## src/pkg/cvo_defines.svh

```systemverilog
/*
 Constants of the camera video output port: timing, codes, strap hold time and register map.
 Assumes a 200 MHz register clock and an external converter feeding one sample pair per pixel.
*/
`ifndef CVO_DEFINES_SVH
`define CVO_DEFINES_SVH

`define CVO_CLK_HZ 200000000
`define CVO_ADC_MAX_HZ 9000000
`define CVO_PIX_CYC ((((`CVO_CLK_HZ + `CVO_ADC_MAX_HZ - 1) / `CVO_ADC_MAX_HZ + 3) / 4) * 4)
`define CVO_ZV_SYS_HZ 17730000
`define CVO_ZV_PIX_HZ 8860000
`define CVO_STRAP_NS 1000
`define CVO_STRAP_CYC ((`CVO_STRAP_NS * (`CVO_CLK_HZ / 1000000) + 999) / 1000)

`define CVO_ARRAY_W 9'd356
`define CVO_ARRAY_H 9'd292
`define CVO_DEF_W 9'd352
`define CVO_DEF_H 9'd288
`define CVO_Q_W 9'd176
`define CVO_Q_H 9'd144
`define CVO_MIN_WIN 9'd2
`define CVO_H_TOTAL 9'd400
`define CVO_V_TOTAL 9'd312
`define CVO_HS_PIX 9'd16
`define CVO_VS_LINES 9'd3

`define CVO_CODE_LO 8'h10
`define CVO_CODE_HI 8'hF0
`define CVO_CHROMA_BLACK 8'h80
`define CVO_SYNC_FF 8'hFF
`define CVO_SYNC_00 8'h00

`define CVO_REG_CTRL 12'h000
`define CVO_REG_WINH 12'h004
`define CVO_REG_WINV 12'h008
`define CVO_REG_STAT 12'h00C
`define CVO_REG_SLV 12'h010
`define CVO_CTRL_QUARTER 2
`define CVO_CTRL_EMB 3
`define CVO_CTRL_COLOUR_BAR 4
`define CVO_CTRL_MONO 5
`define CVO_CTRL_PDOWN 6
`define CVO_WIN_SIZE_LSB 16
`define CVO_STAT_STRAP_LSB 8
`define CVO_STAT_LINE_LSB 16

`endif

```

## src/pkg/cvo_pkg.sv

```systemverilog
/*
 Types of the camera video output port.
 Assumes the constants header is compiled alongside.
*/
package cvo_pkg;
	typedef enum logic [1:0] {cvo_fmt16, cvo_fmt8, cvo_nib} cvo_fmt_e;
	typedef enum logic {cvo_boot, cvo_run} cvo_phase_e;
	typedef struct packed {
		logic quarter;
		logic emb;
		logic [2:0] sel;
		logic colour_bar;
		logic pdown;
		logic mono;
	} cvo_strap_s;
	typedef struct packed {
		cvo_fmt_e fmt;
		logic quarter;
		logic emb;
		logic colour_bar;
		logic mono;
		logic pdown;
	} cvo_cfg_s;
	typedef struct packed {
		logic [17:0] s1;
		logic [17:0] s2;
		logic [7:0] cnt;
		logic done;
		cvo_strap_s straps;
	} cvo_cap_s;
	typedef struct packed {
		cvo_phase_e phase;
		logic cr1;
		logic cr2;
		logic ms1;
		logic ms2;
		cvo_cfg_s cfg;
		logic [8:0] h_start;
		logic [8:0] h_size;
		logic [8:0] v_start;
		logic [8:0] v_size;
		logic [5:0] div;
		logic [1:0] word;
		logic [8:0] pcnt;
		logic [8:0] lcnt;
		logic [7:0] ysamp;
		logic [7:0] csamp;
		logic [7:0] y_out;
		logic [7:0] c_out;
		logic [7:0] y_oe;
		logic c_oe;
		logic k_oe;
		logic pclk_o;
		logic hs;
		logic vs;
		logic lv;
		logic adc_strobe;
		logic [6:0] slave_id;
		logic [31:0] prdata;
	} cvo_top_s;
endpackage

```

## src/pkg/cvo_strap_if.sv

```systemverilog
/*
 Carrier between the port logic and the strap capture.
 Assumes pin levels arrive raw from the pads.
*/
`timescale 1ns/10ps
interface cvo_strap_if;
	logic [7:0] y_pin;
	logic [7:0] c_pin;
	logic pck_pin;
	logic hs_pin;
	logic clear;
	cvo_pkg::cvo_strap_s straps;
	logic done;
	modport ctl(output y_pin, c_pin, pck_pin, hs_pin, clear, input straps, done);
	modport cap(input y_pin, c_pin, pck_pin, hs_pin, clear, output straps, done);
endinterface

```

## src/core/cvo_clamp.sv

```systemverilog
/*
 Code limiter for one 8-bit sample channel.
 Assumes a combinational path is acceptable; caller registers the result.
*/
`timescale 1ns/10ps
`include "cvo_defines.svh"
module cvo_clamp #(
	parameter logic [7:0] LO = `CVO_CODE_LO,
	parameter logic [7:0] HI = `CVO_CODE_HI
) (
	input wire logic [7:0] din,
	output logic [7:0] dout
);
	// Limits also keep the sync codes 0 and 255 out of the data stream
	assign dout = (din < LO) ? LO : ((din > HI) ? HI : din);
endmodule

```

## src/core/cvo_strap.sv

```systemverilog
/*
 Strap capture: synchronises the multiplexed pins and latches them once after reset.
 Assumes the pins stay undriven by this device until done rises.
*/
`timescale 1ns/10ps
`include "cvo_defines.svh"
module cvo_strap (
	input wire logic pclk,
	input wire logic presetn,
	cvo_strap_if.cap sif
);
	import cvo_pkg::*;
	localparam logic [7:0] HOLD = 8'(`CVO_STRAP_CYC - 1);
	cvo_cap_s r;
	cvo_cap_s n;
	logic [7:0] cp;
	logic [7:0] yp;

	assign cp = r.s2[17:10];
	assign yp = r.s2[9:2];

	always_comb begin
		n = r;
		n.s1 = {sif.c_pin, sif.y_pin, sif.pck_pin, sif.hs_pin};
		n.s2 = r.s1;
		if (!r.done) begin
			// Pins settle for the hold time before the levels are trusted
			if (r.cnt >= HOLD) begin
				n.done = 1'b1;
				n.straps.quarter = cp[2];
				n.straps.emb = cp[1];
				n.straps.sel = {yp[6], yp[4], yp[7]};
				n.straps.colour_bar = yp[0];
				n.straps.pdown = ~r.s2[1];
				n.straps.mono = r.s2[0];
			end else begin
				n.cnt = r.cnt + 8'h01;
			end
		end
		if (sif.clear) begin
			n.cnt = 8'h00;
			n.done = 1'b0;
			n.straps = '0;
		end
	end

	always_ff @(posedge pclk or negedge presetn) begin
		if (!presetn) begin
			r <= '0;
		end else begin
			r <= n;
		end
	end

	assign sif.straps = r.straps;
	assign sif.done = r.done;
endmodule

```

## src/core/cvo_top.sv

```systemverilog
/*
 Camera video output port: APB configuration, strap capture, window timing and pixel formatting.
 Assumes the converter presents clamped-or-raw samples on adc_y/adc_c in the pclk domain,
 sampled once per pixel on adc_strobe; pads resolve in/out/oe pin triples.
*/
`timescale 1ns/10ps
`include "cvo_defines.svh"
module cvo_top #(
	parameter logic [6:0] SLAVE_BASE = 7'h2A
) (
	input wire logic pclk,
	input wire logic presetn,
	input wire logic psel,
	input wire logic penable,
	input wire logic pwrite,
	input wire logic [11:0] paddr,
	input wire logic [31:0] pwdata,
	output logic [31:0] prdata,
	output logic pready,
	output logic pslverr,
	input wire logic chip_reset,
	input wire logic multi_slave_select,
	output logic [6:0] slave_id,
	input wire logic [7:0] adc_y,
	input wire logic [7:0] adc_c,
	output logic adc_strobe,
	input wire logic [7:0] luma_in,
	output logic [7:0] luma_out,
	output logic [7:0] luma_oe,
	input wire logic [7:0] chroma_bus_in,
	output logic [7:0] chroma_bus_out,
	output logic [7:0] chroma_bus_oe,
	input wire logic pixclk_in,
	output logic pixclk_out,
	output logic pixclk_oe,
	input wire logic composite_hsync_in,
	output logic composite_hsync_out,
	output logic composite_hsync_oe,
	output logic vsync,
	output logic line_valid
);
	import cvo_pkg::*;

	// Pixel period chosen so the converters never run above their limit
	localparam logic [5:0] PIXC = 6'(`CVO_PIX_CYC);
	// Sensor pixel clock is half its master clock; here the master is pclk / (PIXC / 2)
	localparam int ZV_RATIO = `CVO_ZV_SYS_HZ / `CVO_ZV_PIX_HZ;

	cvo_top_s r;
	cvo_top_s n;
	logic [7:0] y_cl;
	logic [7:0] c_cl;
	logic hit;

	cvo_strap_if sif ();

	cvo_strap u_strap (
		.pclk(pclk),
		.presetn(presetn),
		.sif(sif)
	);

	cvo_clamp u_clamp_y (
		.din(adc_y),
		.dout(y_cl)
	);

	cvo_clamp u_clamp_c (
		.din(adc_c),
		.dout(c_cl)
	);

	assign sif.y_pin = luma_in;
	assign sif.c_pin = chroma_bus_in;
	assign sif.pck_pin = pixclk_in;
	assign sif.hs_pin = composite_hsync_in;
	assign sif.clear = r.cr2;

	// Keeps a window inside the array: size held between 2 and lim, then the start pulled back to fit
	function automatic logic [17:0] sat_win(input logic [8:0] st, input logic [8:0] sz, input logic [8:0] lim);
		logic [8:0] s;
		logic [8:0] p;
		s = (sz < `CVO_MIN_WIN) ? `CVO_MIN_WIN : ((sz > lim) ? lim : sz);
		p = (({1'b0, st} + {1'b0, s}) > {1'b0, lim}) ? 9'(lim - s) : st;
		return {p, s};
	endfunction

	function automatic logic [15:0] bar(input logic [2:0] idx);
		logic [7:0] yb;
		yb = `CVO_CODE_LO + {2'b00, idx, 3'b000} + {3'b000, idx, 2'b00} + {4'b0000, idx, 1'b0} + {5'b00000, idx};
		return {8'(yb + {2'b00, idx, 3'b000}), (idx[0] ? `CVO_CODE_HI : `CVO_CODE_LO)};
	endfunction

	always_comb begin
		hit = (paddr == `CVO_REG_CTRL) || (paddr == `CVO_REG_WINH) || (paddr == `CVO_REG_WINV) ||
			(paddr == `CVO_REG_STAT) || (paddr == `CVO_REG_SLV);
	end

	always_comb begin
		logic [1:0] wlog;
		logic [1:0] wlast;
		logic [5:0] wper;
		logic [8:0] htot;
		logic [8:0] vtot;
		logic [8:0] hlim;
		logic [8:0] vlim;
		logic [8:0] h_end;
		logic in_h;
		logic in_v;
		logic [7:0] yv;
		logic [7:0] cv;
		logic [7:0] nb;
		logic [15:0] cb;
		logic [7:0] xy;
		logic [1:0] sidx;
		logic sav;
		logic eav;
		logic [31:0] rd;
		wlog = 2'd0;
		wlast = 2'd0;
		wper = PIXC;
		htot = `CVO_H_TOTAL;
		vtot = `CVO_V_TOTAL;
		hlim = `CVO_ARRAY_W;
		vlim = `CVO_ARRAY_H;
		h_end = 9'h000;
		in_h = 1'b0;
		in_v = 1'b0;
		yv = 8'h00;
		cv = 8'h00;
		nb = 8'h00;
		cb = 16'h0000;
		xy = 8'h00;
		sidx = 2'd0;
		sav = 1'b0;
		eav = 1'b0;
		rd = 32'h00000000;
		n = r;
		n.cr1 = chip_reset;
		n.cr2 = r.cr1;
		n.ms1 = multi_slave_select;
		n.ms2 = r.ms1;
		n.adc_strobe = 1'b0;

		if (r.cfg.quarter) begin
			hlim = `CVO_ARRAY_W >> 1;
			vlim = `CVO_ARRAY_H >> 1;
		end

		// Read data is staged in the setup cycle so the access phase needs no wait
		if (psel && !penable) begin
			case (paddr)
				`CVO_REG_CTRL: begin
					rd[1:0] = r.cfg.fmt;
					rd[`CVO_CTRL_QUARTER] = r.cfg.quarter;
					rd[`CVO_CTRL_EMB] = r.cfg.emb;
					rd[`CVO_CTRL_COLOUR_BAR] = r.cfg.colour_bar;
					rd[`CVO_CTRL_MONO] = r.cfg.mono;
					rd[`CVO_CTRL_PDOWN] = r.cfg.pdown;
				end
				`CVO_REG_WINH: begin
					rd[8:0] = r.h_start;
					rd[`CVO_WIN_SIZE_LSB +: 9] = r.h_size;
				end
				`CVO_REG_WINV: begin
					rd[8:0] = r.v_start;
					rd[`CVO_WIN_SIZE_LSB +: 9] = r.v_size;
				end
				`CVO_REG_STAT: begin
					rd[0] = (r.phase == cvo_run);
					rd[`CVO_STAT_STRAP_LSB +: 8] = sif.straps;
					rd[`CVO_STAT_LINE_LSB +: 9] = r.lcnt;
				end
				`CVO_REG_SLV: begin
					rd[6:0] = r.slave_id;
				end
				default: begin
					rd = 32'h00000000;
				end
			endcase
			n.prdata = rd;
		end

		if (psel && penable && pwrite) begin
			case (paddr)
				`CVO_REG_CTRL: begin
					n.cfg.fmt = (pwdata[1:0] == 2'h3) ? cvo_fmt16 : cvo_fmt_e'(pwdata[1:0]);
					n.cfg.quarter = pwdata[`CVO_CTRL_QUARTER];
					n.cfg.emb = pwdata[`CVO_CTRL_EMB];
					n.cfg.colour_bar = pwdata[`CVO_CTRL_COLOUR_BAR];
					n.cfg.mono = pwdata[`CVO_CTRL_MONO];
					n.cfg.pdown = pwdata[`CVO_CTRL_PDOWN];
				end
				`CVO_REG_WINH: begin
					{n.h_start, n.h_size} = sat_win(pwdata[8:0], pwdata[`CVO_WIN_SIZE_LSB +: 9], hlim);
				end
				`CVO_REG_WINV: begin
					{n.v_start, n.v_size} = sat_win(pwdata[8:0], pwdata[`CVO_WIN_SIZE_LSB +: 9], vlim);
				end
				default: begin
				end
			endcase
		end

		case (r.phase)
			cvo_boot: begin
				if (sif.done) begin
					// Straps become the starting configuration; later writes override them
					n.cfg.quarter = sif.straps.quarter;
					n.cfg.emb = sif.straps.emb;
					n.cfg.fmt = sif.straps.emb ? cvo_fmt8 : cvo_fmt16;
					n.cfg.colour_bar = sif.straps.colour_bar;
					n.cfg.mono = sif.straps.mono;
					n.cfg.pdown = sif.straps.pdown;
					if (sif.straps.quarter) begin
						{n.h_start, n.h_size} = sat_win(9'd1, `CVO_Q_W, `CVO_ARRAY_W >> 1);
						{n.v_start, n.v_size} = sat_win(9'd1, `CVO_Q_H, `CVO_ARRAY_H >> 1);
					end else begin
						n.h_start = (`CVO_ARRAY_W - `CVO_DEF_W) >> 1;
						n.h_size = `CVO_DEF_W;
						n.v_start = (`CVO_ARRAY_H - `CVO_DEF_H) >> 1;
						n.v_size = `CVO_DEF_H;
					end
					n.phase = cvo_run;
				end
			end
			cvo_run: begin
				// Words per pixel grow with narrower ports; the pixel period does not
				case (r.cfg.fmt)
					cvo_fmt8: wlog = 2'd1;
					cvo_nib: wlog = r.cfg.mono ? 2'd1 : 2'd2;
					default: wlog = 2'd0;
				endcase
				wlast = 2'((3'd1 << wlog) - 3'd1);
				wper = (r.cfg.quarter ? 6'(PIXC << 1) : PIXC) >> wlog;
				if (r.cfg.quarter) begin
					htot = `CVO_H_TOTAL >> 1;
					vtot = `CVO_V_TOTAL >> 1;
				end
				if (r.cfg.pdown) begin
					n.div = 6'd0;
					n.word = 2'd0;
					n.pcnt = 9'h000;
					n.lcnt = 9'h000;
					n.pclk_o = 1'b0;
					n.hs = 1'b0;
					n.vs = 1'b0;
					n.lv = 1'b0;
				end else begin
					if (r.div >= 6'(wper - 6'd1)) begin
						n.div = 6'd0;
						if (r.word >= wlast) begin
							n.word = 2'd0;
							n.adc_strobe = 1'b1;
							n.ysamp = y_cl;
							n.csamp = c_cl;
							// Line and frame totals are fixed, so the window never alters rates
							if (r.pcnt >= 9'(htot - 9'd1)) begin
								n.pcnt = 9'h000;
								n.lcnt = (r.lcnt >= 9'(vtot - 9'd1)) ? 9'h000 : 9'(r.lcnt + 9'd1);
							end else begin
								n.pcnt = 9'(r.pcnt + 9'd1);
							end
						end else begin
							n.word = 2'(r.word + 2'd1);
						end
					end else begin
						n.div = 6'(r.div + 6'd1);
					end
					// A configuration change restarts the word so the clock never rises on new data
					if (n.cfg != r.cfg) begin
						n.div = 6'd0;
						n.word = 2'd0;
					end
					// Clock rises mid-word, after the data has settled for half a word
					n.pclk_o = (n.div >= (wper >> 1));
					in_h = (n.pcnt >= r.h_start) && ({1'b0, n.pcnt} < ({1'b0, r.h_start} + {1'b0, r.h_size}));
					in_v = (n.lcnt >= r.v_start) && ({1'b0, n.lcnt} < ({1'b0, r.v_start} + {1'b0, r.v_size}));
					// Window edits take hold only at a word boundary, never at a clock rise
					if (n.div == 6'd0) begin
						n.lv = in_h && in_v;
					end
					n.hs = (n.pcnt < `CVO_HS_PIX) ^ (n.lcnt < `CVO_VS_LINES);
					n.vs = (n.lcnt < `CVO_VS_LINES);
					cb = bar(n.pcnt[8:6]);
					yv = r.cfg.colour_bar ? cb[15:8] : n.ysamp;
					cv = r.cfg.colour_bar ? cb[7:0] : n.csamp;
					if (!n.lv) begin
						yv = `CVO_CODE_LO;
						cv = `CVO_CHROMA_BLACK;
					end
					case (r.cfg.fmt)
						cvo_fmt8: begin
							n.y_out = n.word[0] ? yv : cv;
							n.c_out = `CVO_CHROMA_BLACK;
						end
						cvo_nib: begin
							nb = (r.cfg.mono || n.word[1]) ? yv : cv;
							n.y_out = {n.word[0] ? nb[3:0] : nb[7:4], 4'h0};
							n.c_out = `CVO_CHROMA_BLACK;
						end
						default: begin
							n.y_out = yv;
							n.c_out = cv;
						end
					endcase
					// Sync words need two pixel slots ahead of the window; a start below 2 gets none
					h_end = 9'(r.h_start + r.h_size);
					sav = (r.h_start >= 9'd2) && ((n.pcnt == 9'(r.h_start - 9'd2)) || (n.pcnt == 9'(r.h_start - 9'd1)));
					eav = (n.pcnt == h_end) || (n.pcnt == 9'(h_end + 9'd1));
					sidx = {(n.pcnt == 9'(r.h_start - 9'd1)) || (n.pcnt == 9'(h_end + 9'd1)), n.word[0]};
					xy = {1'b1, 1'b0, ~in_v, eav, ~in_v ^ eav, eav, ~in_v, ~in_v ^ eav};
					if (r.cfg.emb && (r.cfg.fmt == cvo_fmt8) && (sav || eav)) begin
						case (sidx)
							2'd0: n.y_out = `CVO_SYNC_FF;
							2'd3: n.y_out = xy;
							default: n.y_out = `CVO_SYNC_00;
						endcase
					end
				end
			end
			default: begin
				n.phase = cvo_boot;
			end
		endcase

		// Pins stay released until the straps have been taken
		n.y_oe = (n.phase == cvo_run) ? ((n.cfg.fmt == cvo_nib) ? 8'hF0 : 8'hFF) : 8'h00;
		n.c_oe = (n.phase == cvo_run) && (n.cfg.fmt == cvo_fmt16) && !n.cfg.mono;
		n.k_oe = (n.phase == cvo_run);
		n.slave_id = r.ms2 ? {SLAVE_BASE[6:3], sif.straps.sel} : SLAVE_BASE;

		if (r.cr2) begin
			n = '0;
			n.cr1 = chip_reset;
			n.cr2 = r.cr1;
			// Slave identity keeps following its pin through a chip reset
			n.ms1 = multi_slave_select;
			n.ms2 = r.ms1;
			n.slave_id = r.ms2 ? {SLAVE_BASE[6:3], sif.straps.sel} : SLAVE_BASE;
		end
	end

	always_ff @(posedge pclk or negedge presetn) begin
		if (!presetn) begin
			r <= '0;
		end else begin
			r <= n;
		end
	end

	assign prdata = r.prdata;
	assign pready = 1'b1;
	assign pslverr = psel && penable && !hit;
	assign slave_id = r.slave_id;
	assign adc_strobe = r.adc_strobe;
	assign luma_out = r.y_out;
	assign luma_oe = r.y_oe;
	assign chroma_bus_out = r.c_out;
	assign chroma_bus_oe = {8{r.c_oe}};
	assign pixclk_out = r.pclk_o;
	assign pixclk_oe = r.k_oe;
	assign composite_hsync_out = r.hs;
	assign composite_hsync_oe = r.k_oe;
	assign vsync = r.vs;
	assign line_valid = r.lv;
endmodule

```

## config.mk

```make
export PLATFORM = sky130hd
export DESIGN_NAME = cvo_top
export DESIGN_NICKNAME = d
export VERILOG_FILES = /design/src/pkg/cvo_pkg.sv /design/src/pkg/cvo_strap_if.sv /design/src/core/cvo_clamp.sv /design/src/core/cvo_strap.sv /design/src/core/cvo_top.sv
export VERILOG_INCLUDE_DIRS = /design/src /design/src/pkg
export SDC_FILE = /design/constraint.sdc
export NUM_CORES = 1
export LEC_CHECK = 0
export BUFFER_PORTS_ARGS = -buffer_cell sky130_fd_sc_hd__buf_2
export CAP_MARGIN = 40
export CELL_PAD_IN_SITES_DETAIL_PLACEMENT = 1
export CELL_PAD_IN_SITES_GLOBAL_PLACEMENT = 2
export CORE_MARGIN = 8
export CORE_UTILIZATION = 34
export DETAILED_ROUTE_END_ITERATION = 16
export PLACE_DENSITY = 0.9
export REMOVE_ABC_BUFFERS = 1
export SYNTH_ARGS = -nofsm -noshare
export SYNTH_HDL_FRONTEND = slang
export SYNTH_HIERARCHICAL = 1
export SYNTH_SLANG_ARGS = --single-unit
```

## constraint.sdc

```tcl
create_clock -name pclk -period 7.95 [get_ports pclk]
set_input_delay 1.59 -clock pclk [delete_from_list [all_inputs] [get_ports pclk]]
set_output_delay 1.59 -clock pclk [all_outputs]
set_load 0.005 [all_outputs]
```

# [Word-level counts from Yosys, hierarchy flattened]
# Index checks and enable logic that the tools add are counted.
[word_totals] ff_bits=203 inputBits=85 wordCells=226
[op_classes] n_addsub=24 magnitude_cmp=22 eq_ne=17 n_shift=2 muxes=80 bitwise=4 n_reduce_logical=34
[op_table] op="$mux 160" n=1
[op_table] op="$mux 9" n=16
[op_table] op="$mux 8" n=17
[op_table] op="$mux 43" n=3
[op_table] op="$mux 36" n=3
[op_table] op="$mux 32" n=2
[op_table] op="$mux 58" n=1
[op_table] op="$add 9x9->10" n=4
[op_table] op="$eq 9x9->1" n=4
[op_table] op="$ge 9x9->1" n=4
[op_table] op="$mux 18" n=2
[op_table] op="$mux 17" n=2
[op_table] op="$mux 34" n=1
[op_table] op="$pmux 16 s2" n=1
[op_table] op="$mux 29" n=1
[op_table] op="$add 9x1->9 const B" n=3
[op_table] op="$pmux 9 s3" n=1
[op_table] op="$sub 9x1->9 const B" n=3
[op_table] op="$mux 26" n=1
[op_table] op="$eq 12x4->1 const B" n=2
[op_table] op="$pmux 6 s4" n=1
[op_table] op="$gt 10x9->1" n=2
[op_table] op="$lt 9x10->1" n=2
[op_table] op="$gt 9x9->1" n=2
[op_table] op="53 further kinds" n=104

# [Longest topological paths before layout]
# Gate-level depths: netlist (run 1).
[depth] word_depth=25 ltp_mapped=30

# [Hierarchy]
# Netlist (run 1), hierarchy kept.
[by_module_without_submodules] module="cvo_top" n_inst=1 cells_each=1605 area_each_um2=13685.6
[by_module_without_submodules] module="cvo_strap" n_inst=1 cells_each=107 area_each_um2=1405.1
[by_module_without_submodules] module="cvo_clamp" n_inst=2 cells_each=11 area_each_um2=85.1

# [Least setup slack after synthesis (run 1)]
# Ideal clock, no wire load.
[synth_path] path_type="in2reg" start="in pwdata[18]" end="reg r[123] (netlist name)" setup_ns=0.132 arrival_time_ns=7.567 required_time_ns=7.818 setup_slack_ns=0.251 cell_stages=29 path_buffers=2 cell_sequence="ha_1 > nor2b_1 > o31ai_1 > nand2_1 > a2111oi_0 > or2_2 > clkbuf_1 > nor2_1 > a211oi_1 > inv_1 > ha_1 > a21o_1 > a21o_1 > a21o_1 > a21oi_1 > o21bai_1 > a21oi_1 > xnor2_1 > ha_1 > a2111o_1 > o31ai_1 > a21oi_1 > o22a_1 > a211oi_1 > clkbuf_1 > mux2i_1 > nor2_1 > a21oi_1 > nor2_1"
[synth_rtl] element="from (decl)" line_no="cvo_top.sv:17" source="input wire logic [31:0] pwdata,"
[synth_rtl] element="to (signal assigned)" line_no="cvo_top.sv:348" source="r <= n;"
[synth_rtl] element="to (decl)" line_no="cvo_top.sv:49" source="cvo_top_s r;"

==> results.cfg, run 1 <==
[logic_synthesis]
ys_top_cells_by_area = dfrtp_1, ha_1, buf_4
synth_compound_area_share_pct = 22.9
synth-seq-cells = 175
synth_ff_type = dfrtp_1
yosys.area_share.adder_pct = 13.2
synth_mux_area_share_pct = 4.78
ys_warn_count = 6
ys_types = 106
synth_top_family_by_area = compound AO/OA/AOI/OAI gates
ys_top_cells_by_count = dfrtp_1, nand2_1, ha_1, nor2_1, a21oi_1
yosysSeqAreaShare_pct = 28.7
yosysTopAreaCell = dfrtp_1
syn-instance-count = 1734
avgSynthCellArea_um2 = 8.80
synthXorXnorAreaFrac_pct = 4.72
yosysMostFrequentCell = dfrtp_1
async_flop_share_pct = 100
synthSimpleGateAreaFrac_pct = 17.2
yosysTopAreaCellShare_pct = 28.7
synth_edf_count = 0
synth_area_um2 = 15300

[sta]
hold_viol = 0
tightest_slew_ns = 0.924
setup_violations = 0
setup_tns_ns = 0
slew_headroom_pct = 38.2
fin_skew_ns = 0.0127
max_freq_mhz = 136
slew_violations = 0
min_period_ns = 7.35
post-route-period-util_pct = 92.4
rsz0062_at_grt = no

[grt]
antenna_found_initial = 1
grt-ovfl-total = 0
grt_use_total_pct = 18.9
grt_start_max_net_pins = 62
grt_pass1_wl_mm = 79.7
first_global_vias = 14200

[floorplan]
core_um2 = 44200
fp.dieArea_um2 = 51900
start_util_pct = 34.5
fp.dieH_um = 228
pin_count = 165
rows = 77
die_w_um = 228

[placed_design]
place_area_um2 = 16000
numPortBuffers = 130
place.detailed.hpwl_mm = 39.4
gp_congestion = 0.905

[setup_path]
cp-start-kind = primary input
crit_end = r[126]
max_stage_delay_ns = 0.44
crit_path_frequent_cell = a21oi_1
reg2reg_to = chroma_bus_out[3]
reg2reg_slack_ns = 0.75
r2r.worst_path.cells = 26
cp-end-kind = flop
critPathSlowestCell = a2111oi_0
timing.rr.start = r[153]
cp_max_fo = 10
worstSetupPathType = primary input to flop
worstPathArrival_ns = 7.67
startpoint = pwdata[18]
required_ns = 8.27

[pwr]
p_seq_share_pct = 42.7
p_clk_share_pct = 42.7
switching_power_mw = 0.631
p_int_mw = 1.48
ir_drop_v = 0.000158
power_density_nw_per_um2 = 127
switching_share_pct = 29.9
total_leakage_power_nw = 7.84
power_frac_comb_pct = 14.6

[detailed_routing]
drt_iter0_drc = 732
num_vias = 13300
drcViolationCount = 0
first_pass_iters = 5
antenna_left = 0
via_per_inst = 5.61
drt-total-wl_mm = 50.1
wl_per_cell_um = 21.2

[finish]
final_layout_size_suffix_gt1_share_pct = 14.5
utilization_pct = 37.6
area_delta_synth_final_pct = 9.02
final_cell_area_um2 = 16600
layout.nets = 2001

[clocking]
clk_latency_ns = 0.47
root_buffer = clkbuf_16
htreeDepth = 4
ctsResizeCount = 0
clk_pin_slew_worst_paths_ns = 0.08
cts_buffers = 17
cts_setup_buffers = 0
cts_hold_buf = 0
clock-sinks = 175
cts_tree = built
cts_max_path_buffers = 2

[worst_hold_path]
hp-class = flop to flop

[outcome]
outcome = finished, final reports clean

[run]
maxCapViolCount = 0
## state kept, by name, indices dropped and copies added (netlist names)
signal               cells
adc_strobe               1
vsync                    1
u_strap/sif.done         1
luma_oe                  2
luma_out                 8
u_strap/r               14
r                       88
line_valid               1
u_strap/cp               2
composite_hsync_out      1
chroma_bus_oe            1
slave_id                 4
u_strap/n                8
prdata                  25
u_strap/sif.straps       8
chroma_bus_out           8
sif.clear                1
pixclk_out               1
## cells in the final DEF, fill, tap and decap left out, types with 14 or more instances in the layout
cell type	Yosys	final
dfrtp_1	175	175
inv_1	90	90
a211oi_1	19	18
nand4_1	14	14
o21bai_1	18	18
xnor2_1	49	49
a21oi_1	108	107
nor2_1	110	109
nor4_1	14	14
a31oi_1	22	22
clkbuf_16	0	17
a22o_1	60	60
ha_1	146	146
nand3_1	45	45
nor3_1	20	20
o21ai_0	98	98
xor2_1	23	23
buf_2	6	129
mux2i_1	62	62
buf_4	83	25
nor2b_1	14	14
o31ai_1	16	16
o21a_1	14	14
nand2b_1	38	38
a21o_1	31	31
nand2_1	147	147
## per-stage QoR
stage	hold slack [ns]	instances	power, mW	setup slack [ns]
after CTS	0.355	2366	2.12	0.585
after global placement	0.332	2332	1.21	0.349
final	0.351	2367	2.11	0.604
after global routing	0.366	2366	2.19	0.0757
after detailed placement	0.336	2334	1.22	0.117
after floorplan	0.331	1585	1.11	-0.0679
## area by class of cell
class	count	area [um2]
Antenna cell	1	2.50
Clock buffer	17	425
Clock inverter	15	206
Fill cell	5249	27600
Inverter	94	358
Multi-Input combinational cell	1316	9640
Sequential cell	175	4380
Tap cell	592	741
Timing Repair Buffer	157	883
## worst min path at each step
stage	depth (start not counted)	end	slack [ns]	startpoint
2_1_floorplan	0	r[155]	0.33	r[156]
3_3_place_gp	0	sif.clear	0.33	r[158]
3_5_place_dp	0	u_strap/r[25]	0.34	u_strap/n[25]
5_1_grt	0	u_strap/r[25]	0.37	u_strap/n[25]
4_1_cts	0	u_strap/r[25]	0.35	u_strap/n[25]
6_report	0	u_strap/r[18]	0.35	u_strap/n[18]
## cell families (layout without fill, tap and decap cells)
kind of cell	Yosys count	in the layout
other	2	12
flip-flops	175	175
multiplexers	70	70
adder cells (fa/ha/maj)	155	155
AND/OR/NAND/NOR	510	510
AO/OA/AOI/OAI	494	494
buffers and inverters	252	283
XOR/XNOR	76	76
## metal layers
metal / track usage, % / vias up / wire, um
li1: - / 6266 / -
met1: 23.5 / 6657 / 22300
met2: 32.4 / 291 / 24300
met3: 3.31 / 69 / 2100
met4: 7.12 / 0 / 1440
met5: 0 / - / 0
## power groups by stage
stage               registers, mW  logic, mW  clock network, mW
finish                      0.900      0.308              0.900
global route                0.901      0.340              0.948
CTS                         0.900      0.309              0.916
detailed placement          0.918      0.307                  0
global placement            0.917      0.293                  0
floorplan                   0.919      0.187                  0
## critical path: cells and delay by family
| family | cells | cell delay [ns] |
|---|---|---|
| AO/OA/AOI/OAI | 15 | 3.46 |
| adder cells (fa/ha/maj) | 3 | 0.94 |
| buffers and inverters | 5 | 0.85 |
| AND/OR/NAND/NOR | 4 | 0.51 |
| multiplexers | 1 | 0.21 |
| XOR/XNOR | 1 | 0.10 |
Note: power is estimated with default switching activity, not from simulation.
==> inputs of run 2 (changes only) <==
CORE_ASPECT_RATIO = 1.2   (was unset)
==> results.cfg, run 2 (synthesis results as in run 1) <==
[clocking]
clk_latency_ns = 0.47
clk_pin_slew_worst_paths_ns = 0.09
cts_setup_buffers = 0
cts_hold_buf = 0
cts_tree = built
clock-sinks = 175
root_buffer = clkbuf_16
htreeDepth = 4
cts_max_path_buffers = 2
cts_buffers = 17

[setup_path]
startpoint = pwdata[18]
cp-end-kind = flop
cp_max_fo = 6
max_stage_delay_ns = 0.46
crit_family = compound AO/OA/AOI/OAI gates
worstPathArrival_ns = 7.64
cp-start-kind = primary input
cp_num_buf_inv = 2
timing.rr.start = r[153]
critPathSlowestCell = a2111oi_1
worstSetupPathType = primary input to flop
required_ns = 8.26
crit_path_frequent_cell = a21oi_1

[finish]
stdcell_count = 2339
layout.nets = 2001
largest_register_ffs = 88
layout_commonest_cell = dfrtp_1
regMostFlops = r
final_cell_mix = dfrtp_1, nand2_1, ha_1
area_delta_synth_final_pct = 8.57
final_cell_area_um2 = 16600
final_layout_size_suffix_gt1_share_pct = 14.5
antenna_cells = 0

[placed_design]
gp_congestion = 0.896
dp_cells = 2307
numPortBuffers = 130
place_area_um2 = 15900
place.detailed.hpwl_mm = 39.7

[detailed_routing]
first_pass_iters = 7
drcViolationCount = 0
drt-total-wl_mm = 50.9
antenna_left = 0
via_per_inst = 5.76
drt_iter0_drc = 708
wl_per_cell_um = 21.8
num_vias = 13500

[pwr]
p_int_mw = 1.45
ir_drop_v = 0.000125
p_seq_share_pct = 43.2
p_clk_share_pct = 42.2
total_leakage_power_nw = 7.83
switching_power_mw = 0.634
switching_share_pct = 30.4
power_frac_comb_pct = 14.6
power_density_nw_per_um2 = 126

[worst_hold_path]
hp-class = flop to flop
worstHoldStart = u_strap/n[19]

[grt]
antenna_found_initial = 1
grt-ovfl-total = 0
grt_pass1_wl_mm = 80.3
grt_start_max_net_pins = 70
grt_use_total_pct = 19.4
first_global_vias = 14400

[sta]
fin_skew_ns = 0.0177
post-route-period-util_pct = 92.1
rsz0062_at_grt = no
setup_tns_ns = 0
slew_violations = 0
max_freq_mhz = 137
setup_violations = 0
slew_headroom_pct = 42.9
hold_viol = 0
hold_ws_ns = 0.353
min_period_ns = 7.32
tightest_slew_ns = 0.856

[outcome]
outcome = finished, final reports clean

[floorplan]
rows = 85
fp.dieH_um = 248
fp.dieArea_um2 = 51900
start_util_pct = 34.2
core_um2 = 44600
pin_count = 165
die_w_um = 209

[run]
maxCapViolCount = 0
-- run 2: cell type report --
cell class,instances,area (um2)
fill,5228,28000
timing repair buffer,157,870
inverter,94,358
multi-input combinational,1316,9640
clock inverter,14,180
sequential,175,4380
clock buffer,18,439
tap,565,707
-- run 2: power by group through the flow --
stage | Sequential, mW | Combinational (mW) | Clock, mW
3_3_place_gp | 0.919 | 0.291 | 0
4_1_cts | 0.901 | 0.307 | 0.893
6_report | 0.901 | 0.305 | 0.881
2_1_floorplan | 0.919 | 0.187 | 0
3_5_place_dp | 0.919 | 0.305 | 0
5_1_grt | 0.902 | 0.338 | 0.926
-- run 2: per-stage QoR --
stage / power [mW] / util, % / worst slack, ns
5_1_grt: 2.17 / 37.2 / 0.0807
3_5_place_dp: 1.22 / 35.8 / 0.104
6_report: 2.09 / 37.2 / 0.625
2_1_floorplan: 1.11 / - / -0.0679
3_3_place_gp: 1.21 / 35.7 / 0.277
4_1_cts: 2.10 / 37.2 / 0.562
-- run 2: metal layers --
| layer | vias to the layer above | global-route usage, % | share of wire (%) |
|---|---|---|---|
| met4 | 2 | 7.53 | 3.2 |
| li1 | 6265 | - | - |
| met5 | - | 0 | 0.026 |
| met3 | 86 | 2.92 | 3.7 |
| met2 | 326 | 35.3 | 51 |
| met1 | 6804 | 22.6 | 42 |
-- run 2: what timing repair did --
action,4_1_cts,5_1_grt
gates resized for setup,0,1
endpoints found under the setup margin,0,2
endpoints found under the hold margin,0,0
-- run 2: worst reg2reg max path: cells and delay by family (launching register included) --
kind                       cells  cell delay (ns)
and+or+nand+nor                8             2.33
xor gates and xnor gates       1             0.13
AOI/OAI and AO/OA             11             2.55
adders and majority gates      3             1.00
buffers and inverters          4             0.72
DFF                            1             0.44
-- run 2: final timing paths --
| check | to | slack, ns | cells after the start |
|---|---|---|---|
| max | r[121] | 0.63 | 28 |
| min | u_strap/r[19] | 0.35 | 0 |
| max reg2reg | chroma_bus_out[3] | 0.70 | 27 |
| min reg2reg | u_strap/r[19] | 0.35 | 0 |
| max in group asynchronous | u_strap/cp[2] | 5.56 | 2 |
| min in group asynchronous | r[79] | 1.14 | 1 |
